$ cat config.mk
export PLATFORM = sky130hd
export DESIGN_NAME = gdi_device_flat
export DESIGN_NICKNAME = d
export VERILOG_FILES = /design/src/gdi_pkg.sv /design/src/gdi_if.sv /design/src/gdi_device.sv /design/src/flat_wrapper.sv
export SDC_FILE = /design/constraint.sdc
export NUM_CORES = 1
export LEC_CHECK = 0
export BUFFER_PORTS_ARGS = -buffer_cell sky130_fd_sc_hd__buf_2
export CORE_UTILIZATION = 56
export CTS_CLUSTER_SIZE = 16
export DETAILED_ROUTE_END_ITERATION = 12
export HOLD_SLACK_MARGIN = 0.12
export PLACE_DENSITY = 0.74
export SLEW_MARGIN = 40
export SYNTH_ARGS = -nofsm -noshare
export SYNTH_HDL_FRONTEND = slang
export SYNTH_HIERARCHICAL = 1
export SYNTH_SLANG_ARGS = --single-unit
$ cat constraint.sdc
create_clock -name ref_clk_in -period 1.7 [get_ports ref_clk_in]
set_clock_uncertainty 0.05 [all_clocks]
set_input_delay 0.085 -clock ref_clk_in [delete_from_list [all_inputs] [get_ports ref_clk_in]]
set_output_delay 0.085 -clock ref_clk_in [all_outputs]
set_load 0.02 [all_outputs]
$ cat src/gdi_pkg.sv
// Package for the gate driver input control block: timing and enums.
// Assumes a 10 MHz reference clock shared by both ends.
package gdi_pkg;
  localparam int unsigned CLK_HZ = 10_000_000;
  localparam int unsigned CLK_PERIOD_NS = 1_000_000_000 / CLK_HZ;
  // Glitch limit in ns: pulses shorter than this never pass
  localparam int unsigned DEGLITCH_NS = 40;
  // Samples that must agree: one more than a sub-limit pulse can ever cover
  localparam int unsigned DEGLITCH_CYC = (DEGLITCH_NS - 1) / CLK_PERIOD_NS + 2;
  // Cycles the controller ignores the flag after a reset pulse, while it returns
  localparam int unsigned FLAG_SETTLE_CYC = DEGLITCH_CYC + 2;
  // Fault mute time in ns the controller waits before sending a reset pulse
  localparam int unsigned FAULT_MUTE_NS = 1_000;
  localparam int unsigned FAULT_MUTE_CYC = (FAULT_MUTE_NS + CLK_PERIOD_NS - 1) / CLK_PERIOD_NS;
  // Width of the reset pulse the controller sends, in ns
  localparam int unsigned RESET_PULSE_NS = 500;
  localparam int unsigned RESET_PULSE_CYC = (RESET_PULSE_NS + CLK_PERIOD_NS - 1) / CLK_PERIOD_NS;
  localparam int unsigned CNT_W = 8;

  typedef enum logic [1:0] {
    GDI_AUTO_NONE,
    GDI_AUTO_NONINV,
    GDI_AUTO_INV
  } gdi_auto_e;

  typedef enum logic [1:0] {
    GDI_CTL_IDLE,
    GDI_CTL_MUTE,
    GDI_CTL_PULSE
  } gdi_ctl_state_e;
endpackage : gdi_pkg

$ cat src/gdi_if.sv
// Interface joining the driver input side and the controller.
// Open-drain flags carry level, drive and enable; the bench resolves wires.
interface gdi_if;
  logic pwm_noninv;
  logic pwm_inv;
  logic rst_en;
  logic fault_flag_n_o;
  logic fault_flag_n_oe;
  logic power_good_o;
  logic power_good_oe;
  logic fault_flag_n_i;
  logic power_good_i;

  modport device (
    input pwm_noninv, pwm_inv, rst_en,
    output fault_flag_n_o, fault_flag_n_oe, power_good_o, power_good_oe
  );
  modport ctrl (
    output pwm_noninv, pwm_inv, rst_en,
    input fault_flag_n_i, power_good_i
  );
endinterface : gdi_if

$ cat src/gdi_device.sv
// Input side logic of an isolated single channel gate driver.
// Assumes pins arrive asynchronously; open-drain flags are resolved outside.
module gdi_deglitch
  import gdi_pkg::*;
#(
  parameter int unsigned LEN = 4
) (
  input wire logic ref_clk_in,
  input wire logic rst_n_in,
  input wire logic raw_in,
  output logic clean_out
);
  typedef struct packed {
    logic s1;
    logic s2;
    logic [CNT_W-1:0] cnt;
    logic clean;
  } gdi_dg_s;
  gdi_dg_s cur;
  gdi_dg_s nxt;
  // The counter is CNT_W bits wide; a longer filter would wrap and pass glitches
  if (LEN < 1 || LEN > (2 ** CNT_W) - 1)
  begin : g_len_check
    $error("deglitch length out of range");
  end
  always_comb
  begin
    nxt = cur;
    nxt.s1 = raw_in;
    nxt.s2 = cur.s1;
    // A level must persist LEN cycles before it is accepted
    if (cur.s2 == cur.clean)
    begin
      nxt.cnt = '0;
    end
    else if (cur.cnt >= CNT_W'(LEN - 1))
    begin
      nxt.clean = cur.s2;
      nxt.cnt = '0;
    end
    else
    begin
      nxt.cnt = cur.cnt + CNT_W'(1);
    end
  end
  always_ff @(posedge ref_clk_in or negedge rst_n_in)
  begin
    if (!rst_n_in)
    begin
      cur <= '0;
    end
    else
    begin
      cur <= nxt;
    end
  end
  assign clean_out = cur.clean;
endmodule : gdi_deglitch

// Function
// (RQ1) Pulses under 40ns never change state
// (RQ2) Both PWM inputs high forces output low
// (RQ3) Controller never floats inputs; unused inverting grounded
// (RQ4) Half bridge: complementary PWM to inverting input
// (RQ5) Fault and power-good flags are open-drain
// (RQ6) Reset/enable low disables; default pulled disabled
// (RQ7) Overcurrent latches fault flag and output low
// (RQ8) Low reset/enable level clears latched fault
// (RQ9) Controller waits fault mute time before reset; code waits in NONE mode only, auto modes pass PWM to reset/enable
// (RQ10) Auto reset: non-inverting PWM drives reset/enable
// (RQ11) Auto reset inverting: invert PWM into reset/enable
// (RQ12) Output high only when all conditions allow
module gdi_device
  import gdi_pkg::*;
#(
  parameter int unsigned DG_LEN = DEGLITCH_CYC
) (
  input wire logic ref_clk_in,
  input wire logic rst_n_in,
  gdi_if.device link,
  input wire logic overcurrent_in,
  input wire logic supply_ok_in,
  output logic gate_source_out,
  output logic gate_sink_out,
  output logic fault_latched_out
);
  typedef struct packed {
    logic fault;
    logic gate_on;
    logic gate_off;
    logic oc_s1;
    logic oc_s2;
    logic ok_s1;
    logic ok_s2;
  } gdi_dev_s;
  gdi_dev_s cur;
  gdi_dev_s next_cur;
  logic in_p;
  logic in_n;
  logic rst_en;

  // A shorter filter could let one stray sample of a short pulse through
  if (DG_LEN < DEGLITCH_CYC)
  begin : g_len_short
    $error("deglitch length too short for the glitch limit");
  end
  if (DG_LEN > (2 ** CNT_W) - 1)
  begin : g_len_long
    $error("deglitch length too long for the filter counter");
  end

  // Each reason to hold the gate low has a branch, fault and overcurrent sharing one; low is the safe answer
  function automatic logic gate_permit(
    input logic p,
    input logic n,
    input logic en,
    input logic fault_flag_n,
    input logic ok,
    input logic oc
  );
    logic permit;
    permit = 1'b1;
    if (p && n)
    begin
      permit = 1'b0; // see (RQ2)
    end
    else if (!en)
    begin
      permit = 1'b0; // see (RQ6)
    end
    else if (fault_flag_n || oc)
    begin
      permit = 1'b0; // see (RQ7)
    end
    else if (!ok)
    begin
      // An undervoltage supply would leave the switch poorly enhanced
      permit = 1'b0;
    end
    else if (!p || n)
    begin
      permit = 1'b0; // see (RQ12)
    end
    return permit;
  endfunction : gate_permit

  gdi_deglitch #(.LEN(DG_LEN)) u_dg_p ( // see (RQ1)
    .ref_clk_in(ref_clk_in),
    .rst_n_in(rst_n_in),
    .raw_in(link.pwm_noninv),
    .clean_out(in_p)
  );
  gdi_deglitch #(.LEN(DG_LEN)) u_dg_n ( // see (RQ1)
    .ref_clk_in(ref_clk_in),
    .rst_n_in(rst_n_in),
    .raw_in(link.pwm_inv),
    .clean_out(in_n)
  );
  gdi_deglitch #(.LEN(DG_LEN)) u_dg_r ( // see (RQ1)
    .ref_clk_in(ref_clk_in),
    .rst_n_in(rst_n_in),
    .raw_in(link.rst_en),
    .clean_out(rst_en)
  );

  always_comb
  begin
    next_cur = cur;
    next_cur.oc_s1 = overcurrent_in;
    next_cur.oc_s2 = cur.oc_s1;
    next_cur.ok_s1 = supply_ok_in;
    next_cur.ok_s2 = cur.ok_s1;
    // Detection wins over a simultaneous reset so no event is lost
    if (cur.oc_s2)
    begin
      next_cur.fault = 1'b1; // see (RQ7)
    end
    else if (!rst_en)
    begin
      next_cur.fault = 1'b0; // see (RQ8)
    end
    next_cur.gate_on = gate_permit(in_p, in_n, rst_en, next_cur.fault, cur.ok_s2, cur.oc_s2);
    // Sink gets its own flop so both output stages switch on the same edge
    next_cur.gate_off = !next_cur.gate_on;
  end

  always_ff @(posedge ref_clk_in or negedge rst_n_in)
  begin
    if (!rst_n_in)
    begin
      // Reset pulls the gate low through the sink stage
      cur <= '{fault: 1'b0, gate_on: 1'b0, gate_off: 1'b1, oc_s1: 1'b0, oc_s2: 1'b0,
        ok_s1: 1'b0, ok_s2: 1'b0};
    end
    else
    begin
      cur <= next_cur;
    end
  end

  assign gate_source_out = cur.gate_on;
  assign gate_sink_out = cur.gate_off;
  assign fault_latched_out = cur.fault;
  // Open drain: only ever pull low, otherwise release
  assign link.fault_flag_n_o = 1'b0; // see (RQ5)
  assign link.fault_flag_n_oe = cur.fault; // see (RQ5) (RQ7)
  assign link.power_good_o = 1'b0; // see (RQ5)
  assign link.power_good_oe = !cur.ok_s2; // see (RQ5)
endmodule : gdi_device

$ cat src/flat_wrapper.sv
// flat-port wrapper written by rule: the top's interface ports become plain ports
module gdi_device_flat import gdi_pkg::*;
#(
  parameter int unsigned DG_LEN = DEGLITCH_CYC
)
  (ref_clk_in, rst_n_in, overcurrent_in, supply_ok_in, gate_source_out, gate_sink_out, fault_latched_out, link_pwm_noninv, link_pwm_inv, link_rst_en, link_fault_flag_n_o, link_fault_flag_n_oe, link_power_good_o, link_power_good_oe);
  gdi_if link_i ();
  input wire logic ref_clk_in;
  input wire logic rst_n_in;
  input wire logic overcurrent_in;
  input wire logic supply_ok_in;
  output logic gate_source_out;
  output logic gate_sink_out;
  output logic fault_latched_out;
  input wire logic [$bits(link_i.pwm_noninv)-1:0] link_pwm_noninv;
  input wire logic [$bits(link_i.pwm_inv)-1:0] link_pwm_inv;
  input wire logic [$bits(link_i.rst_en)-1:0] link_rst_en;
  output wire logic [$bits(link_i.fault_flag_n_o)-1:0] link_fault_flag_n_o;
  output wire logic [$bits(link_i.fault_flag_n_oe)-1:0] link_fault_flag_n_oe;
  output wire logic [$bits(link_i.power_good_o)-1:0] link_power_good_o;
  output wire logic [$bits(link_i.power_good_oe)-1:0] link_power_good_oe;
  assign link_i.pwm_noninv = link_pwm_noninv;
  assign link_i.pwm_inv = link_pwm_inv;
  assign link_i.rst_en = link_rst_en;
  assign link_fault_flag_n_o = link_i.fault_flag_n_o;
  assign link_fault_flag_n_oe = link_i.fault_flag_n_oe;
  assign link_power_good_o = link_i.power_good_o;
  assign link_power_good_oe = link_i.power_good_oe;
  gdi_device #(.DG_LEN(DG_LEN)) u_core (.ref_clk_in(ref_clk_in), .rst_n_in(rst_n_in), .link(link_i), .overcurrent_in(overcurrent_in), .supply_ok_in(supply_ok_in), .gate_source_out(gate_source_out), .gate_sink_out(gate_sink_out), .fault_latched_out(fault_latched_out));
endmodule
==> impl_metrics.sql <==
INSERT INTO impl_metrics (metric_group, metric, value, unit) VALUES
('status', 'run_status', 'complete, no violations', ''),
('timing', 'fin_crit_sh', '0.874', ''),
('setup_path', 'endpoint_required_time_on_the_critical_path', '1.89', 'ns'),
('clock_tree', 'cts_setup_buffers', '0', ''),
('hold_path', 'worstHoldPathType', 'input port to async pin', ''),
('grt', 'grt_antenna_before_repair', '0', ''),
('floorplanning', 'die_w', '53.6', 'um'),
('clock_tree', 'clock_sinks', '40', ''),
('timing', 'timing.final.hold_violations', '0', ''),
('synthesis', 'synth_warn', '6', ''),
('setup_path', 'critPathKind', 'register to register', ''),
('grt', 'grt_pass1_vias', '771', ''),
('floorplanning', 'fp-row-count', '18', ''),
('synthesis', 'mappedNetlistArea', '1490', 'um^2'),
('placement', 'gpl.final_weighted_congestion', '0.647', ''),
('clock_tree', 'worstSkewPairLatency', '0.34', 'ns'),
('power_and_ir_drop', 'static-leakage-power', '0.855', 'nW'),
('synthesis', 'post_synth.cell_area_avg', '14.9', 'um^2'),
('floorplanning', 'coreArea', '2500', 'um^2'),
('grt', 'grt_pass1_wl', '3.26', 'mm'),
('synthesis', 'synth_cell_type_count', '17', ''),
('setup_path', 'setup.worst_path.end_class', 'register', ''),
('clock_tree', 'cts_buffers', '5', ''),
('final_layout', 'nFillCells', '194', ''),
('clock_tree', 'clock_tree_from_tritoncts', 'done', ''),
('clock_tree', 'clk_root_buffer_cell', 'clkbuf_4', ''),
('setup_path', 'critPathTopFamily', 'flip-flops', ''),
('final_layout', 'final_common_cell', 'dfrtp_1', ''),
('final_layout', 'layout.cells.most_common_list', 'dfrtp_1 (39), conb_1 (17), buf_2 (11)', ''),
('detailed_routing', 'first_iter_violations', '7', ''),
('setup_path', 'path_cells', 'ha_1, nor4b_4, nand2_1, mux2_4', ''),
('grt', 'grt_start_max_net_pins', '22', ''),
('setup_path', 'critical_path.n_buffers_inverters', '0', ''),
('floorplanning', 'floorplan.initialDensity', '0.596', ''),
('placement', 'dpl.hpwl', '1.30', 'mm'),
('flow_run', 'drv_cap', '0', ''),
('detailed_routing', 'antenna_left', '0', ''),
('floorplanning', 'die_h', '53.6', 'um'),
('synthesis', 'post_synth_inst_count', '100', ''),
('detailed_routing', 'routed_wire_length_per_instance', '11.5', 'um'),
('setup_path', 'startpoint_type', 'register', ''),
('timing', 'fin_crit', '1.49', 'ns'),
('timing', 'final-setup-viol-count', '0', ''),
('synthesis', 'yosys.area.top_type_share', '0.655', ''),
('detailed_routing', 'via_count', '762', ''),
('final_layout', 'diodes', '0', ''),
('timing', 'grt_setup_unrepaired', 'no', ''),
('timing', 'setup-tns-final', '0', 'ns'),
('clock_tree', 'cts.reportedPaths.clkPinSlew', '0.11', 'ns'),
('synthesis', 'synth_seq_area_share', '0.673', ''),
('floorplanning', 'die_area', '2870', 'um^2'),
('detailed_routing', 'drc', '0', ''),
('power_and_ir_drop', 'power.ir.vdd_worst', '872', 'uV'),
('setup_path', 'cp_slowest_cell', 'dfrtp_1', ''),
('detailed_routing', 'drt_pass1_iterations', '4', ''),
('detailed_routing', 'postRouteWirelength', '1.90', 'mm'),
('synthesis', 'synth_largest_area_cell', 'dfrtp_1', ''),
('placement', 'count_of_buffers_from_port_buffering', '11', ''),
('synthesis', 'ys_seq_elements', '40', ''),
('synthesis', 'synth.area.top_cells', 'dfrtp_1 (65%), ha_1 (7.6%), nor4b_4 (4.8%), mux2_4 (3.0%), inv_1 (2.5%)', ''),
('setup_path', 'critPathMaxStageDelay', '0.44', 'ns'),
('grt', 'globalRoute.totalOverflow', '0', ''),
('final_layout', 'post_route_utilization', '0.700', ''),
('final_layout', 'final_nets', '151', ''),
('timing', 'slew_violations', '0', ''),
('setup_path', 'critical_path_arrival', '1.68', 'ns'),
('timing', 'maximum_clock_rate', '673', 'MHz'),
('clock_tree', 'clock_path_buffers', '2', ''),
('clock_tree', 'cts_htree_levels', '2', ''),
('detailed_routing', 'vias_per_cell', '4.59', ''),
('power_and_ir_drop', 'pwr_density_cell', '905', 'nW/um^2'),
('floorplanning', 'ioPinCount', '14', ''),
('grt', 'groute.usage.overall', '0.177', ''),
('final_layout', 'area_growth', '17.5', '%'),
('setup_path', 'critical_path.max_fanout', '4', ''),
('final_layout', 'layout-drive-gt1-share', '0.228', '');
==> registers in the layout (all words and copies together), names as in the netlist <==
register / count
u_core/u_dg_p/cur: 10
u_core/u_dg_r/clean_out: 1
u_core/u_dg_n/clean_out: 1
u_core/u_dg_r/cur: 10
u_core/cur: 4
u_core/u_dg_n/cur: 10
u_core/u_dg_p/clean_out: 1
u_core/gate_source_out: 1
u_core/gate_sink_out: 1
u_core/fault_latched_out: 1
==> logic make-up after synthesis <==
logic type,count (synthesis),synth area share
compound gates,1,0.00504
mux,3,0.0302
buf+inv,13,0.0403
xor+xnor,6,0.0353
fa+ha+maj,9,0.0756
other cells,4,0.0101
simple gates,24,0.131
flops,40,0.673
==> cells in the mapped netlist, drive strengths merged <==
cell type,count
xnor2,3
and3,1
conb,4
nor4b,4
dfrtp,39
nand3,4
mux2,3
nor2,9
buf,3
nor4,3
nand2,3
a21o,1
dfstp,1
inv,10
ha,9
xor2,3
==> what timing repair did <==
action                                 in CTS  in global routing
endpoints found under the hold margin      44                  0
hold buffers                                6                  0
gates resized for setup                     0                  0
==> cell type report <==
class | count | area, um^2 | area share
multi-input combinational | 60 | 477 | 0.272
sequential | 40 | 1000 | 0.573
tap | 30 | 37.5 | 0.0214
inverter | 10 | 37.5 | 0.0214
timing repair buffer | 18 | 135 | 0.0772
clock inverter | 2 | 10.0 | 0.00572
clock buffer | 6 | 51.3 | 0.0293
==> per-stage QoR <==
stage                     instances  power (mW)  hold slack [ns]  worst slack, ns  instance area (um^2)
after detailed placement        152        1.12           0.0142            0.226                  1630
after global routing            166        1.67            0.194            0.151                  1750
after global placement          152        1.11          0.00486            0.276                  1630
after CTS                       166        1.61            0.165            0.197                  1750
after floorplan                 113        1.08           -0.261            0.317                  1540
final                           166        1.58            0.162            0.214                  1750
==> metal layers <==
metal	share of wire	track usage	vias up	wire, um
li1	-	-	364	-
met1	0.42	0.198	375	796
met2	0.51	0.285	19	962
met3	0.054	0.0763	4	103
met4	0.022	0.0921	0	42
met5	0	0	-	0
==> report_power, final <==
group | switching (mW) | internal, mW
combinational | 0.0477 | 0.0445
sequential | 0.0249 | 0.989
clock | 0.281 | 0.197
total | 0.354 | 1.23
==> worst paths after layout <==
check,startpoint,slack (ns),cells past startpoint,end
setup / recovery,u_core/u_dg_p/cur[1]$_DFF_PN0_,0.21,4,u_core/u_dg_p/clean_out$_DFFE_PN0P_
hold / removal,rst_n_in,0.16,2,u_core/u_dg_p/cur[2]$_DFF_PN0_
setup reg to reg,u_core/u_dg_p/cur[1]$_DFF_PN0_,0.21,4,u_core/u_dg_p/clean_out$_DFFE_PN0P_
hold reg to reg,u_core/u_dg_n/cur[10]$_DFF_PN0_,0.31,0,u_core/u_dg_n/cur[9]$_DFF_PN0_
max in group asynchronous,rst_n_in,0.90,3,u_core/gate_sink_out$_DFF_PN1_
min in group ref_clk_in,u_core/u_dg_n/cur[10]$_DFF_PN0_,0.31,0,u_core/u_dg_n/cur[9]$_DFF_PN0_
(Power assumes the default switching activity.)
